`config.mk`:
```
export PLATFORM = sky130hd
export DESIGN_NAME = analog_node_reset_link_config
export DESIGN_NICKNAME = d
export VERILOG_FILES = /design/src/pkg/anrl_pkg.sv /design/src/rtl/analog_node_reset_link_config.sv
export VERILOG_INCLUDE_DIRS = /design/src /design/src/pkg
export SDC_FILE = /design/constraint.sdc
export NUM_CORES = 1
export LEC_CHECK = 0
export BUFFER_PORTS_ARGS = -buffer_cell sky130_fd_sc_hd__buf_4
export CELL_PAD_IN_SITES_DETAIL_PLACEMENT = 1
export CELL_PAD_IN_SITES_GLOBAL_PLACEMENT = 1
export CORE_MARGIN = 2
export CORE_UTILIZATION = 32
export CTS_CLUSTER_SIZE = 30
export DETAILED_ROUTE_END_ITERATION = 7
export GPL_ROUTABILITY_DRIVEN = 0
export GPL_TIMING_DRIVEN = 0
export HOLD_SLACK_MARGIN = 0.06
export PLACE_DENSITY_LB_ADDON = 0.05
export SYNTH_ARGS = -nofsm -noshare
export SYNTH_HDL_FRONTEND = slang
export SYNTH_SLANG_ARGS = --single-unit
```
`constraint.sdc`:
```
create_clock -name ref_clk -period 9.6 [get_ports ref_clk]
set_input_delay 1.92 -clock ref_clk [delete_from_list [all_inputs] [get_ports ref_clk]]
set_output_delay 1.92 -clock ref_clk [all_outputs]
set_load 0.02 [all_outputs]
```
`src/pkg/anrl_consts.svh`:
```
// Constants of the analogue node reset, mode and link configuration bank
// Function
// - Pin, brownout or watchdog raise system reset
// - Sleep end or clock change reset tiles
// - System reset covers all; tile only tiles
// - System reset lasts 524,288 oscillator cycles
// - Reset bit 1 starts tile reset, self-clears
// - Reset bit 0 starts system reset, self-clears
// - Reset-bit write gets no response packet
// - Mode pins bits 17:16, tristate bit 24
// - Frequency field 6:0, resets to 25
// - Frequency outside 5..100 ignored and refused
// - Tile delay and ticks derive from frequency
// - Error bit 27 sticky, cleared on read
// - Bits 26 and 25 show credit state
// - Bit 24 clears credit, sends greeting token
// - Bit 23 resynchronises the link receiver
// - Field 21:11 gap inside token, reset 1
// - Field 10:0 gap between tokens, reset 1
// - Node identifier 15:0 read-write, reset zero
`ifndef ANRL_CONSTS_SVH
`define ANRL_CONSTS_SVH
`define ADDR_NODE_ID 8'h05
`define ADDR_RST_MODE 8'h50
`define ADDR_FREQ 8'h51
`define ADDR_LINK 8'h80
`define RM_SYS_BIT 0
`define RM_TILE_BIT 1
`define RM_MODE_LO 16
`define RM_TRI_BIT 24
`define LK_ERR_BIT 27
`define LK_CR_ISS_BIT 26
`define LK_CR_HELD_BIT 25
`define LK_INIT_BIT 24
`define LK_RXRST_BIT 23
`define LK_SYM_LO 11
`define FREQ_RST 7'h19
`define FREQ_MIN 7'h05
`define FREQ_MAX 7'h64
`define GAP_RST 11'h001
`define MODE_RST 2'h0
`define TRI_RST 1'b1
`define SYS_RST_OSC_CYC 524288
`define TILE_RST_US 8'h0a
`define US_PER_MS 10'h3e8
`endif

```
`src/pkg/anrl_pkg.sv`:
```
// Types of the analogue node reset, mode and link configuration bank
package anrl_pkg;
  typedef struct packed {
    logic valid;
    logic write;
    logic resp_wanted;
    logic [7:0] addr;
    logic [31:0] wdata;
  } cfg_req_t;
  typedef struct packed {
    logic valid;
    logic ack;
    logic [31:0] rdata;
  } cfg_rsp_t;
  typedef struct packed {
    logic greeting;
    logic rx_resync;
    logic [10:0] sym_gap;
    logic [10:0] tok_gap;
  } link_ctl_t;
endpackage : anrl_pkg

```
`src/rtl/analog_node_reset_link_config.sv`:
```
// Reset, mode pin, frequency and link control register bank of the node
`timescale 1ns/100ps
`default_nettype none
`include "anrl_consts.svh"
module analog_node_reset_link_config #(
  parameter int SYS_RST_OSC_CYCLES = `SYS_RST_OSC_CYC
) (
  input wire logic ref_clk, // 250 MHz system clock
  input wire logic rst, // Async reset, high
  input wire anrl_pkg::cfg_req_t req, // Config request, one cycle
  output var anrl_pkg::cfg_rsp_t rsp, // Config response
  input wire logic rst_pin_n, // Reset pin, low
  input wire logic brownout_pin, // Brownout detect pin
  input wire logic osc_clk_pin, // Oscillator clock
  input wire logic wdog_expired, // Watchdog expiry pulse
  input wire logic sleep_done, // Sleep sequence end pulse
  input wire logic clk_src_change, // Clock source change pulse
  input wire logic rx_error, // Link receive error pulse
  input wire logic credit_issued, // Credit given to remote
  input wire logic credit_held, // Credit held locally
  output logic sys_rst_o, // System reset out
  output logic tile_rst_o, // Tile reset out
  output logic [1:0] mode_pins, // Processor mode pins
  output logic mode_pins_oe, // Mode pins drive enable
  output logic us_tick, // Microsecond tick
  output logic ms_tick, // Millisecond tick
  output logic [15:0] node_id, // Node identifier
  output var anrl_pkg::link_ctl_t link_ctl // Link control
);
  import anrl_pkg::*;

  // Pin synchronisers: bit 0 reset pin, 1 brownout, 2 oscillator
  logic [2:0] s1_ff, s2_ff, s3_ff, filt_ff;
  logic [2:0] nxt_s1, nxt_s2, nxt_s3, nxt_filt;
  logic osc_edge;

  always_comb begin
    nxt_s1 = {osc_clk_pin, brownout_pin, rst_pin_n};
    nxt_s2 = s1_ff;
    nxt_s3 = s2_ff;
    // A level is taken only once the two late stages agree
    nxt_filt = (s2_ff & s3_ff) | (filt_ff & (s2_ff ^ s3_ff));
    osc_edge = nxt_filt[2] & ~filt_ff[2];
  end

  always_ff @(posedge ref_clk or posedge rst) begin
    if (rst) begin
      s1_ff <= 3'h1;
      s2_ff <= 3'h1;
      s3_ff <= 3'h1;
      filt_ff <= 3'h1;
    end else begin
      s1_ff <= nxt_s1;
      s2_ff <= nxt_s2;
      s3_ff <= nxt_s3;
      filt_ff <= nxt_filt;
    end
  end

  // Request decode
  logic wr, rd, hit_id, hit_rm, hit_fq, hit_lk, hit_any;
  logic sw_sys, sw_tile, freq_ok;
  always_comb begin
    wr = req.valid & req.write;
    rd = req.valid & ~req.write;
    hit_id = req.addr == `ADDR_NODE_ID;
    hit_rm = req.addr == `ADDR_RST_MODE;
    hit_fq = req.addr == `ADDR_FREQ;
    hit_lk = req.addr == `ADDR_LINK;
    hit_any = hit_id | hit_rm | hit_fq | hit_lk;
    sw_sys = wr & hit_rm & req.wdata[`RM_SYS_BIT];
    sw_tile = wr & hit_rm & req.wdata[`RM_TILE_BIT];
    freq_ok = req.wdata[6:0] >= `FREQ_MIN && req.wdata[6:0] <= `FREQ_MAX;
  end

  // Reset sequencing and frequency derived ticks
  logic sys_rst_ff, tile_rst_ff, us_tick_ff, ms_tick_ff;
  logic nxt_sys_rst, nxt_tile_rst, nxt_us_tick, nxt_ms_tick;
  logic [19:0] sys_cnt_ff, nxt_sys_cnt;
  logic [7:0] tile_cnt_ff, nxt_tile_cnt;
  logic [6:0] div_ff, nxt_div;
  logic [9:0] ms_cnt_ff, nxt_ms_cnt;
  logic [6:0] freq_ff;

  always_comb begin
    nxt_sys_rst = sys_rst_ff;
    nxt_sys_cnt = sys_cnt_ff;
    nxt_tile_rst = tile_rst_ff;
    nxt_tile_cnt = tile_cnt_ff;
    nxt_div = div_ff;
    nxt_us_tick = 1'b0;
    nxt_ms_cnt = ms_cnt_ff;
    nxt_ms_tick = 1'b0;
    // Any source restarts the count, so the hold runs from the last one
    if (~filt_ff[0] | filt_ff[1] | wdog_expired | sw_sys) begin
      nxt_sys_rst = 1'b1;
      nxt_sys_cnt = 20'h0;
    end else if (sys_rst_ff && osc_edge) begin
      if (sys_cnt_ff == 20'(SYS_RST_OSC_CYCLES - 1)) begin
        nxt_sys_rst = 1'b0;
      end else begin
        nxt_sys_cnt = sys_cnt_ff + 20'h1;
      end
    end
    // Every system reset also resets the tiles
    if (sleep_done | clk_src_change | sw_tile | sys_rst_ff) begin
      nxt_tile_rst = 1'b1;
      nxt_tile_cnt = 8'h0;
    end else if (tile_rst_ff && us_tick_ff) begin
      if (tile_cnt_ff == `TILE_RST_US - 8'h1) begin
        nxt_tile_rst = 1'b0;
      end else begin
        nxt_tile_cnt = tile_cnt_ff + 8'h1;
      end
    end
    // One microsecond is freq_ff oscillator edges
    if (osc_edge) begin
      if (div_ff >= freq_ff - 7'h1) begin
        nxt_div = 7'h0;
        nxt_us_tick = 1'b1;
      end else begin
        nxt_div = div_ff + 7'h1;
      end
    end
    if (us_tick_ff) begin
      if (ms_cnt_ff == `US_PER_MS - 10'h1) begin
        nxt_ms_cnt = 10'h0;
        nxt_ms_tick = 1'b1;
      end else begin
        nxt_ms_cnt = ms_cnt_ff + 10'h1;
      end
    end
  end

  always_ff @(posedge ref_clk or posedge rst) begin
    if (rst) begin
      sys_rst_ff <= 1'b1;
      sys_cnt_ff <= 20'h0;
      tile_rst_ff <= 1'b1;
      tile_cnt_ff <= 8'h0;
      div_ff <= 7'h0;
      us_tick_ff <= 1'b0;
      ms_cnt_ff <= 10'h0;
      ms_tick_ff <= 1'b0;
    end else begin
      sys_rst_ff <= nxt_sys_rst;
      sys_cnt_ff <= nxt_sys_cnt;
      tile_rst_ff <= nxt_tile_rst;
      tile_cnt_ff <= nxt_tile_cnt;
      div_ff <= nxt_div;
      us_tick_ff <= nxt_us_tick;
      ms_cnt_ff <= nxt_ms_cnt;
      ms_tick_ff <= nxt_ms_tick;
    end
  end

  // Register file and response
  logic [15:0] id_ff, nxt_id;
  logic [1:0] mode_ff, nxt_mode;
  logic tri_ff, nxt_tri, err_ff, nxt_err, init_ff, nxt_init, rxr_ff, nxt_rxr;
  logic oe_ff, nxt_oe;
  logic [6:0] nxt_freq;
  logic [10:0] sym_ff, nxt_sym, tok_ff, nxt_tok;
  logic [31:0] rdata;
  cfg_rsp_t rsp_ff, nxt_rsp;

  always_comb begin
    rdata = 32'h0;
    case (1'b1)
      hit_id: rdata[15:0] = id_ff;
      hit_rm: begin
        rdata[`RM_TRI_BIT] = tri_ff;
        rdata[`RM_MODE_LO +: 2] = mode_ff;
      end
      hit_fq: rdata[6:0] = freq_ff;
      hit_lk: begin
        rdata[`LK_ERR_BIT] = err_ff;
        rdata[`LK_CR_ISS_BIT] = credit_issued;
        rdata[`LK_CR_HELD_BIT] = credit_held;
        rdata[`LK_SYM_LO +: 11] = sym_ff;
        rdata[10:0] = tok_ff;
      end
      default: rdata = 32'h0;
    endcase
  end

  always_comb begin
    nxt_id = id_ff;
    nxt_mode = mode_ff;
    nxt_tri = tri_ff;
    nxt_freq = freq_ff;
    nxt_sym = sym_ff;
    nxt_tok = tok_ff;
    // An error in the read cycle survives the clear
    nxt_err = rx_error | (err_ff & ~(rd & hit_lk));
    nxt_init = wr & hit_lk & req.wdata[`LK_INIT_BIT];
    nxt_rxr = wr & hit_lk & req.wdata[`LK_RXRST_BIT];
    nxt_rsp = '0;
    if (wr && hit_id) nxt_id = req.wdata[15:0];
    if (wr && hit_rm) begin
      nxt_mode = req.wdata[`RM_MODE_LO +: 2];
      nxt_tri = req.wdata[`RM_TRI_BIT];
    end
    if (wr && hit_fq && freq_ok) nxt_freq = req.wdata[6:0];
    if (wr && hit_lk) begin
      nxt_sym = req.wdata[`LK_SYM_LO +: 11];
      nxt_tok = req.wdata[10:0];
    end
    if (rd) begin
      nxt_rsp.valid = 1'b1;
      nxt_rsp.ack = hit_any;
      nxt_rsp.rdata = rdata;
    end else if (wr && req.resp_wanted && !(sw_sys || sw_tile)) begin
      nxt_rsp.valid = 1'b1;
      nxt_rsp.ack = hit_any & ~(hit_fq & ~freq_ok);
    end
    // The system reset returns the whole bank to its defaults
    if (sys_rst_ff) begin
      nxt_id = 16'h0;
      nxt_mode = `MODE_RST;
      nxt_tri = `TRI_RST;
      nxt_freq = `FREQ_RST;
      nxt_sym = `GAP_RST;
      nxt_tok = `GAP_RST;
      nxt_err = 1'b0;
    end
    // Own flop for the enable, so the pin control has no gate after the register
    nxt_oe = ~nxt_tri;
  end

  always_ff @(posedge ref_clk or posedge rst) begin
    if (rst) begin
      id_ff <= 16'h0;
      mode_ff <= `MODE_RST;
      tri_ff <= `TRI_RST;
      freq_ff <= `FREQ_RST;
      sym_ff <= `GAP_RST;
      tok_ff <= `GAP_RST;
      err_ff <= 1'b0;
      init_ff <= 1'b0;
      rxr_ff <= 1'b0;
      oe_ff <= ~`TRI_RST;
      rsp_ff <= '0;
    end else begin
      id_ff <= nxt_id;
      mode_ff <= nxt_mode;
      tri_ff <= nxt_tri;
      freq_ff <= nxt_freq;
      sym_ff <= nxt_sym;
      tok_ff <= nxt_tok;
      err_ff <= nxt_err;
      init_ff <= nxt_init;
      rxr_ff <= nxt_rxr;
      oe_ff <= nxt_oe;
      rsp_ff <= nxt_rsp;
    end
  end

  always_comb begin
    rsp = rsp_ff;
    sys_rst_o = sys_rst_ff;
    tile_rst_o = tile_rst_ff;
    mode_pins = mode_ff;
    mode_pins_oe = oe_ff;
    us_tick = us_tick_ff;
    ms_tick = ms_tick_ff;
    node_id = id_ff;
    link_ctl.greeting = init_ff;
    link_ctl.rx_resync = rxr_ff;
    link_ctl.sym_gap = sym_ff;
    link_ctl.tok_gap = tok_ff;
  end
endmodule : analog_node_reset_link_config
`default_nettype wire
```
==> results.md, run 1 <==
* Compound-Gate Fraction of Synth Area at 9.91%
* Synthesized cell area at just under 0.007 mm^2
* Die area at roughly 0.022 mm^2
* Post-Syn Instances at 643
* Reg2reg end: us_tick
* Dpl cells at 1044
* DRT Pass-1 Iters at 5
* Setup violations, final at 0
* Final hold viol count at 0
* Clk sink count at about 140
* Post-route DRC at 0
* Most frequent cells after synthesis: dfrtp_1, nor2_1, nand2_1
* Pwr Density at 164 mW/mm^2
* GRT overflow at 0
* Routed Antenna Nets at 0
* Post-route core utilization at 41.5%
* Share of cells above drive strength 1 at 24.8%
* Initial antenna violation count at 0
* Reg-to-reg slack, setup at between 6 and 7 ns
* Status: complete, no violations
* Postcts setup bufs at 0
* Hpwl dp at between 10000 and 15000 um
* EDFF count, synth at 0
* Input/output buffers at 120
* Startpoint Class: input pin
* Largest family of logic cells by synthesized area: simple AND/OR/NAND/NOR gates
* IR drop worst, VDD at 0.0000965 V
* Global Route Usage Sum at 18.9%
* Min Tclk post-route at 3.49 ns
* Endpoint required time on the critical path at 9.96 ns
* Post-synth top area share at ~48%
* WP data arrival at roughly 3.9 ns
* Lkg Pwr at 0.00397 uW
* Period utilization at between 30% and 40%
* Register area share after synthesis at roughly 53%
* Fraction of the mapped netlist area in simple logic gates at 21.4%
* CTS buffer count at 17
* Via count at roughly 5500
* Hold wc startpoint: nxt_s2[1]
* Post-synthesis mux area share at 6.10%
* Fin Setup TNS at 0 ns
* Htree depth at 4
* Max cap viols at 0
* FF+latch count, synth at 141
* Worst-Skew Late Latency at 0.43 ns
* FMAX at approximately 0.29 GHz
* XOR/XNOR share of the synthesized area at 3.12%
* RR Startpoint: freq_ff[2]
* R2R depth at 8
* Largest net degree at the start of global routing at 74
* WL/cell at 18.8 um
* Synth Area in Adders at about 3.0%
* IO Pins at 135
* Root buf cell: clkbuf_16
* Initial Util at 32.3%
* Hold buffer count at cts at 0
* Most frequent cell after synthesis: dfrtp_1
* Syn Area/Cell at about 10 um^2
* Post-synth ARST share at between 90% and 100%
* Clock transition at path regs at about 0.070 ns
* DP Area at 0.00802 mm^2
* Slew margin rel. at 53.6%
* Row count at 53
* Slew @ Worst Pin at 0.689 ns
* Total Routed Length at between 20000 and 25000 um
* DR iter-0 viols at around 260
* Skew final at 0.00912 ns
* Worst Hold Depth at 0
* Number of warnings issued by yosys at 0
* RSZ-0062 raised after global routing: false
* Final nets at approximately 860
* Vert. Die Dim at roughly 150 um
* Count of cells resized by post-cts repair at 0
* Hold Crit Class: register to register
* Max Slew Vio Count at 0
* Vias in the first global route at about 6000
* Final cell count without fillers at 1076
* CP endpoint kind: register
* Via density at 5.13
* First-pass GRT wire length at 32400 um
* Hold EP: nxt_s3[1]
* Clock buffer depth at 2
* Die W at around 150 um
* Area Growth Syn to Fin at 28.5%
* Crit-path max FO at 10
* Setup CP Type: input pin to register
* Post-synth cell types at between 60 and 70
* Core ar. at around 0.021 mm^2
* Dominant synthesized flop cell: dfrtp_1
* Antenna cell count at 0
* Design Area, Final at 0.00864 mm^2
* Cell taking the most area after synthesis: dfrtp_1
* Area contributors post-synth: dfrtp_1, mux2i_1, dfstp_2, nor2_1, ha_1
* CTS tree: yes
cells by family (layout without fill, tap and decap cells):
logic type / after synthesis / in the layout
and+or+nand+nor: 265 / 265
buffers and inverters: 55 / 208
DFF: 141 / 141
AOI/OAI and AO/OA: 100 / 100
xor gates and xnor gates: 24 / 24
other: 1 / 6
muxes: 41 / 41
adders and majority gates: 16 / 16
final cells by class:
cell class / instances / area (um^2)
Inverter: 15 / 61.3
Tap cell: 275 / 344
Sequential cell: 141 / 3540
Buffer: 40 / 199
Multi-Input combinational cell: 452 / 2950
Clock buffer: 17 / 425
Fill cell: 2364 / 12200
Clock inverter: 15 / 195
Timing Repair Buffer: 121 / 928
power by group:
part	total (uW)	switching (uW)	internal, uW	leakage (uW)
Sequential	619	11.6	607	0.00190
Combinational	92.6	54.9	37.7	0.00176
Clock	703	268	434	0.000303
Total	1410	335	1080	0.00397
per-stage QoR:
step	hold slack (ns)	setup WS, ns	total power (uW)
6_report	0.351	6.11	1410
5_1_grt	0.367	5.97	1470
4_1_cts	0.353	6.17	1430
3_5_place_dp	0.342	5.73	724
3_3_place_gp	0.336	2.06	719
2_1_floorplan	0.331	3.92	681
worst max-delay path: stages:
cell	delay (ns)
buf_4	0.12
nor3_2	0.53
and3_1	0.25
buf_2	0.23
clkbuf_1	0.48
a22oi_1	0.17
nor2_1	0.13
how the worst max path moves through the flow:
stage | start | end
2_1_floorplan | rst | div_ff[0]
3_3_place_gp | rst | div_ff[6]
6_report | req[33] | rsp[9]
5_1_grt | req[33] | rsp[15]
4_1_cts | req[33] | rsp[9]
3_5_place_dp | req[33] | rsp[9]
layer usage:
| layer | global-route usage [%] | vias to the layer above | wire length, um |
|---|---|---|---|
| met3 | 3.61 | 28 | 696 |
| met1 | 24.0 | 2790 | 8900 |
| met5 | 0 | - | 0 |
| met2 | 31.8 | 118 | 10100 |
| li1 | - | 2586 | - |
| met4 | 7.48 | 0 | 494 |
placed cells by master, fill, tap and decap left out, drive strengths merged, types with 7 or more instances in the layout:
| cell | count |
|---|---|
| buf | 143 |
| dfrtp | 129 |
| nor2 | 68 |
| nand2 | 43 |
| mux2i | 41 |
| a21oi | 39 |
| nand3 | 37 |
| clkbuf | 35 |
| nand4 | 20 |
| xnor2 | 18 |
| and3 | 18 |
| inv | 17 |
| ha | 16 |
| nor3 | 14 |
| nand2b | 13 |
| nand3b | 12 |
| dfstp | 12 |
| o21ai | 11 |
| a22oi | 9 |
| a21o | 7 |
| and2 | 7 |
| clkinv | 7 |
registers in the layout (all words and copies together), names as in the netlist, 7 cells and up:
register,flops
sys_cnt_ff,20
rsp,28
node_id,16
div_ff,7
ms_cnt_ff,10
sym_ff,11
tile_cnt_ff,8
tok_ff,11
freq_ff,7
(Power assumes the default switching activity.)
==> run 2: changes to the inputs <==
clock period = 3.44 ns   (was 9.6 ns; I/O delays follow)
==> run 2 against run 1 <==
  * Clock skew shrank 0.0012 ns
  * Sequential power rose to 2.8 times the previous value
  * First-iteration DRC count is 3.8% higher
  * Register-to-register slack worse by 6.2 ns
  * Count of clock-buffer cells in the layout increased by 2
  * Die area stayed put
  * Non-clock buffer count rose by 3
  * Via count increased by 0.63%
  * Routed wire length is 1.9% higher
  * Utilization grew 0.19 points
  * Critical path type is now register to register
  * Critical endpoint is now us_tick
  * Largest cell class unchanged
==> results.md, run 2 (same netlist as run 1, synthesis figures left out) <==
* Status: complete, no violations
* RSZ-0062 raised after global routing: false
* Clk sink count at 141 (unchanged)
* IO Pins at 135 (unchanged)
* First-pass GRT wire length at 32800 um (+1.5%)
* Endpoint required time on the critical path at 3.73 ns (-6.23 ns)
* Antenna cell count at 0 (unchanged)
* Register Area at 0.00354 mm^2 (unchanged)
* Clock buffer depth at 2 (unchanged)
* Initial Util at 32.3% (unchanged)
* Clock transition at path regs at 0.06 ns (about the same)
* Period utilization at between 80% and 90%
* Hold Crit Class: input pin to asynchronous set/reset pin
* FILL cells at 2353 (-0.47%)
* DRT Pass-1 Iters at 5 (unchanged)
* RR Startpoint: freq_ff[2]
* Final cell count without fillers at 1079 (+0.28%)
* Max Slew Vio Count at 0 (unchanged)
* Die W at 149 um (unchanged)
* Share of cells above drive strength 1 at 25.0% (+0.16 points)
* Htree depth at 4 (unchanged)
* Input/output buffers at 120 (unchanged)
* Dpl cells at 1047 (+0.29%)
* Multi-input combinational cell area at 0.00295 mm^2 (unchanged)
* Via count at 5557 (+0.63%)
* Row count at 53 (unchanged)
* Area Growth Syn to Fin at 29.1%
* Postcts setup bufs at 0 (unchanged)
* Hold buffer count at cts at 0 (unchanged)
* Total Routed Length at 20600 um (+1.9%)
* GRT overflow at 0 (unchanged)
* Vias in the first global route at 5926 (-0.87%)
* WP data arrival at 3.18 ns (-0.67 ns)
* Max cap viols at 0 (unchanged)
* Final nets at 861 (+0.35%)
* Core ar. at 0.0208 mm^2 (unchanged)
* Post-route DRC at 0 (unchanged)
* Reg-to-reg slack, setup at 0.56 ns (-6.18 ns)
* WL/cell at 19.1 um (+1.6%)
* CP endpoint kind: register
* Setup CP Type: register to register
* Routed Antenna Nets at 0 (unchanged)
* Die area at 0.0222 mm^2 (unchanged)
* FMAX at ~0.35 GHz
* Min Tclk post-route at 2.88 ns
* Startpoint Class: register
* Reg2reg end: us_tick
* Global Route Usage Sum at 19.1% (+0.16 points)
* Root buf cell: clkbuf_16
* Slew @ Worst Pin at 0.749 ns (+0.0602 ns)
* Initial antenna violation count at 0 (unchanged)
* Total power at 3910 uW (+180%)
* Largest net degree at the start of global routing at 41 (-45%)
* Vert. Die Dim at 149 um (unchanged)
* Max reg flops at 28 (unchanged)
* Final hold viol count at 0 (unchanged)
* CTS tree: yes
* Lkg Pwr at 0.00397 uW (about the same)
* Crit-path max FO at 6 (-4)
* Worst-Skew Late Latency at 0.42 ns (about the same)
* DR iter-0 viols at 273 (+3.8%)
* Fin Setup TNS at 0 ns (unchanged)
* IR drop worst, VDD at 0.000284 V (+190%)
* Slew margin rel. at 49.6% (-4.1 points)
* Hpwl dp at 15000 um (+1.7%)
* Count of cells resized by post-cts repair at 0 (unchanged)
* Via density at 5.15 (+0.35%)
* Pwr Density at 450 mW/mm^2 (+180%)
* CTS buffer count at 17 (unchanged)
* Skew final at 0.00792 ns (-0.00120 ns)
* Setup violations, final at 0 (unchanged)
* Commonest non-fill, non-tap cells in the layout: buf_4, dfrtp_1, nor2_1
* R2R depth at 8 (unchanged)
-- run 2: cell types whose count changed in the layout (fill, tap and decap cells not counted), sizes merged --
cell / before / now
clkbuf: 35 / 37
inv: 17 / 16
clkinvlp: 2 / 5
buf: 143 / 146
bufinv: 4 / 3
clkinv: 7 / 4
-- run 2: worst max path at each step --
stage / from / end / slack (ns) / cells after the start
after floorplan: rst / div_ff[0] / 1.0 / 1
after global placement: rst / tok_ff[9] / -0.07 / 2
after detailed placement: freq_ff[2] / us_tick / 0.55 / 8
after CTS: freq_ff[2] / us_tick / 0.53 / 8
after global routing: freq_ff[2] / us_tick / 0.41 / 8
final: freq_ff[2] / us_tick / 0.56 / 8
-- run 2: through the flow --
stage	cell area, um^2	util (%)	setup slack [ns]	hold WS (ns)
3_3_place_gp	8000	38.4	-0.0689	0.338
5_1_grt	8680	41.7	0.406	0.161
2_1_floorplan	6750	-	0.999	0.331
4_1_cts	8680	41.7	0.534	0.157
3_5_place_dp	8080	38.8	0.545	0.337
6_report	8680	41.7	0.556	0.175
-- run 2: critical path: stages, from the launching register on --
cell	delay, ns
dfrtp_1	0.45
nor3_1	0.29
nor3b_1	0.27
xnor2_1	0.16
ha_1	0.30
and4_1	0.20
a2111oi_0	0.39
o21ai_0	0.39
and2_1	0.31
-- run 2: layout make-up --
class                      instances  share of cell area [%]
tap                              275                    3.96
timing repair buffer             124                    11.3
clock buffer                      19                    5.10
sequential                       141                    40.8
multi-input combinational        452                    33.9
inverter                          15                   0.692
buffer                            40                    2.29
clock inverter                    13                    1.90
-- run 2: report_power, final --
group	total (uW)	leakage (uW)	switching [uW]	internal [uW]
logic	268	0.00178	157	111
registers	1730	0.00190	33.2	1690
clock network	1910	0.000286	751	1160
total	3910	0.00397	941	2970
-- run 2: layer usage --
layer | share of wire (%) | up-vias | wire length (um) | GRT usage [%]
met4 | 2.4 | 0 | 504 | 6.62
met5 | 0 | - | 0 | 0
met2 | 49 | 112 | 10100 | 31.0
met3 | 3.7 | 23 | 755 | 4.10
li1 | - | 2586 | - | -
met1 | 45 | 2836 | 9210 | 25.2
==> run 3: changes to the inputs <==
clock period = 2.41 ns   (was 3.44 ns; I/O delays follow)
==> run 3 against run 2 <==
  * Power up 43%
  * Sequential share of layout area down 0.78 points
  * Clock power up 43%
  * Critical endpoint is now div_ff[3]
  * Global-route usage up 0.25 points
==> results.md, run 3 (same netlist as run 1, synthesis figures left out) <==
* Input/output buffers at 120 (unchanged)
* RR Startpoint: freq_ff[0]
* First-pass GRT wire length at 33200 um (+1.2%)
* Root buf cell: clkbuf_16
* FMAX at 0.416 GHz (+20%)
* Antenna cell count at 0 (unchanged)
* Htree depth at 4 (unchanged)
* Endpoint required time on the critical path at 2.76 ns (-0.97 ns)
* Slew @ Worst Pin at 0.699 ns (-0.0498 ns)
* Max Slew Vio Count at 0 (unchanged)
* DP Area at 0.00808 mm^2 (unchanged)
* Clk sink count at 141 (unchanged)
* IO Pins at 135 (unchanged)
* Period utilization at 99.8% (+16 points)
* Final hold viol count at 0 (unchanged)
* R2R depth at 10 (+2)
* Share of cells above drive strength 1 at 27.6% (+2.6 points)
* GRT overflow at 0 (unchanged)
* Core ar. at 0.0208 mm^2 (unchanged)
* Max reg flops at 28 (unchanged)
* Post-route DRC at 0 (unchanged)
* Reg2reg end: div_ff[3]
* WL/cell at 19.3 um (+1.0%)
* CTS tree: yes
* CTS buffer count at 17 (unchanged)
* Pwr Density at 632 mW/mm^2 (+40%)
* Global Route Usage Sum at 19.3% (+0.25 points)
* Final nets at 869 (+0.93%)
* Max cap viols at 0 (unchanged)
* Setup violations, final at 0 (unchanged)
* Total Routed Length at 21000 um (+1.8%)
* DRT Pass-1 Iters at 4 (-1)
* Min Tclk post-route at 2.41 ns (-0.478 ns)
* Worst-Skew Late Latency at 0.42 ns (about the same)
* Hold slack at 0.167 ns (-0.00800 ns)
* Clock transition at path regs at 0.06 ns (about the same)
* Hold wc startpoint: osc_clk_pin
* Hpwl dp at 15000 um (unchanged)
* DR iter-0 viols at 243 (-11%)
* Commonest non-fill, non-tap cells in the layout: buf_4, dfrtp_1, nor2_1
* WP data arrival at 2.75 ns (-0.43 ns)
* CP endpoint kind: register
* Slew margin rel. at 53.3% (+3.7 points)
* Design Area, Final at 0.00885 mm^2 (+2.0%)
* Die area at 0.0222 mm^2 (unchanged)
* Initial antenna violation count at 0 (unchanged)
* Worst Hold Depth at 1
* Largest net degree at the start of global routing at 41 (unchanged)
* Status: complete, no violations
* Skew final at 0.00828 ns (+0.000362 ns)
* FILL cells at 2340 (-0.55%)
* Most common cell after layout, fill and taps aside: buf_4
* Area Growth Syn to Fin at 31.6%
* Row count at 53 (unchanged)
* Initial Util at 32.3% (unchanged)
* Reg-to-reg slack, setup at 0.004 ns (-0.55 ns)
* Lkg Pwr at 0.00404 uW (+1.8%)
* Via density at 5.16 (+0.21%)
* Die W at 149 um (unchanged)
* Clock buffer depth at 2 (unchanged)
* Via count at 5610 (+0.95%)
* Vias in the first global route at 5987 (+1.0%)
* Routed Antenna Nets at 0 (unchanged)
* Startpoint Class: register
* IR drop worst, VDD at 0.000402 V (+41%)
* Setup CP Type: register to register
* Crit-path max FO at 4 (-2)
* RSZ-0062 raised after global routing: true
* Hold EP: nxt_s2[2]
* Vert. Die Dim at 149 um (unchanged)
* Setup ws final at 0.00381 ns (-0.552 ns)
* Hold Crit Class: input pin to register
* Pre-CTS setup slack at -0.485 ns (-1.03 ns)
run 3: changes by cell type in the layout (fill, tap and decap cells not counted), moves of 2 or more:
cell / before / now
a21oi_1: 39 / 34
a21oi_2: 0 / 5
buf_4: 129 / 133
buf_6: 0 / 3
o21ai_0: 10 / 7
o21ai_1: 0 / 2
run 3: critical path: stages, from the launching register on:
cell       delay (ns)
dfstp_2          0.38
buf_6            0.12
nor3_4           0.21
nor3b_4          0.29
xnor2_2          0.15
ha_1             0.26
buf_6            0.14
a2111oi_4        0.35
o21ai_2          0.13
buf_6            0.15
a21oi_2          0.14
run 3: cell type report:
cell class | count | area [um^2] | area share (%)
Sequential cell | 141 | 3540 | 40.0
Multi-Input combinational cell | 452 | 3040 | 34.4
Timing Repair Buffer | 132 | 1050 | 11.9
Clock buffer | 19 | 443 | 5.00
Tap cell | 275 | 344 | 3.89
Buffer | 40 | 199 | 2.25
Clock inverter | 13 | 165 | 1.87
Inverter | 15 | 60.1 | 0.678
run 3: worst max path at each step:
| stage | end | startpoint | cells past startpoint |
|---|---|---|---|
| after CTS | div_ff[3] | freq_ff[0] | 10 |
| after detailed placement | us_tick | freq_ff[2] | 8 |
| after floorplan | us_tick | freq_ff[2] | 8 |
| final | div_ff[3] | freq_ff[0] | 10 |
| after global routing | div_ff[3] | freq_ff[0] | 10 |
| after global placement | tok_ff[9] | rst | 2 |
run 3: per-stage QoR:
| stage | TNS, ns | util (%) | std cells | power [uW] |
|---|---|---|---|---|
| 3_5_place_dp | -2.27 | 38.8 | 1047 | 2900 |
| 3_3_place_gp | -116.99 | 38.4 | 1043 | 2870 |
| 4_1_cts | 0 | 42.1 | 1086 | 5670 |
| 6_report | 0 | 42.5 | 1087 | 5600 |
| 2_1_floorplan | 0 | - | 648 | 2710 |
| 5_1_grt | -0.187 | 42.5 | 1087 | 5820 |
run 3: routing by layer:
metal  up-vias  wire, um  GRT usage (%)
met1      2879      9310           25.3
met2       107     10400           31.7
li1       2598         -              -
met3        26       785           4.19
met4         0       529           6.67
met5         -         0              0
run 3: power by group:
group	switching, uW	internal, uW
clock	1070	1660
sequential	46.5	2420
combinational	237	169
total	1350	4250
run 3: repair_timing:
| item | 4_1_cts | 5_1_grt |
|---|---|---|
| pin swaps | 5 | 5 |
| endpoints found under the hold margin | 2 | 0 |
| resized for setup | 11 | 16 |
| hold buffers | 1 | 0 |
| endpoints found under the setup margin | 6 | 8 |
| setup buffers | 6 | 1 |
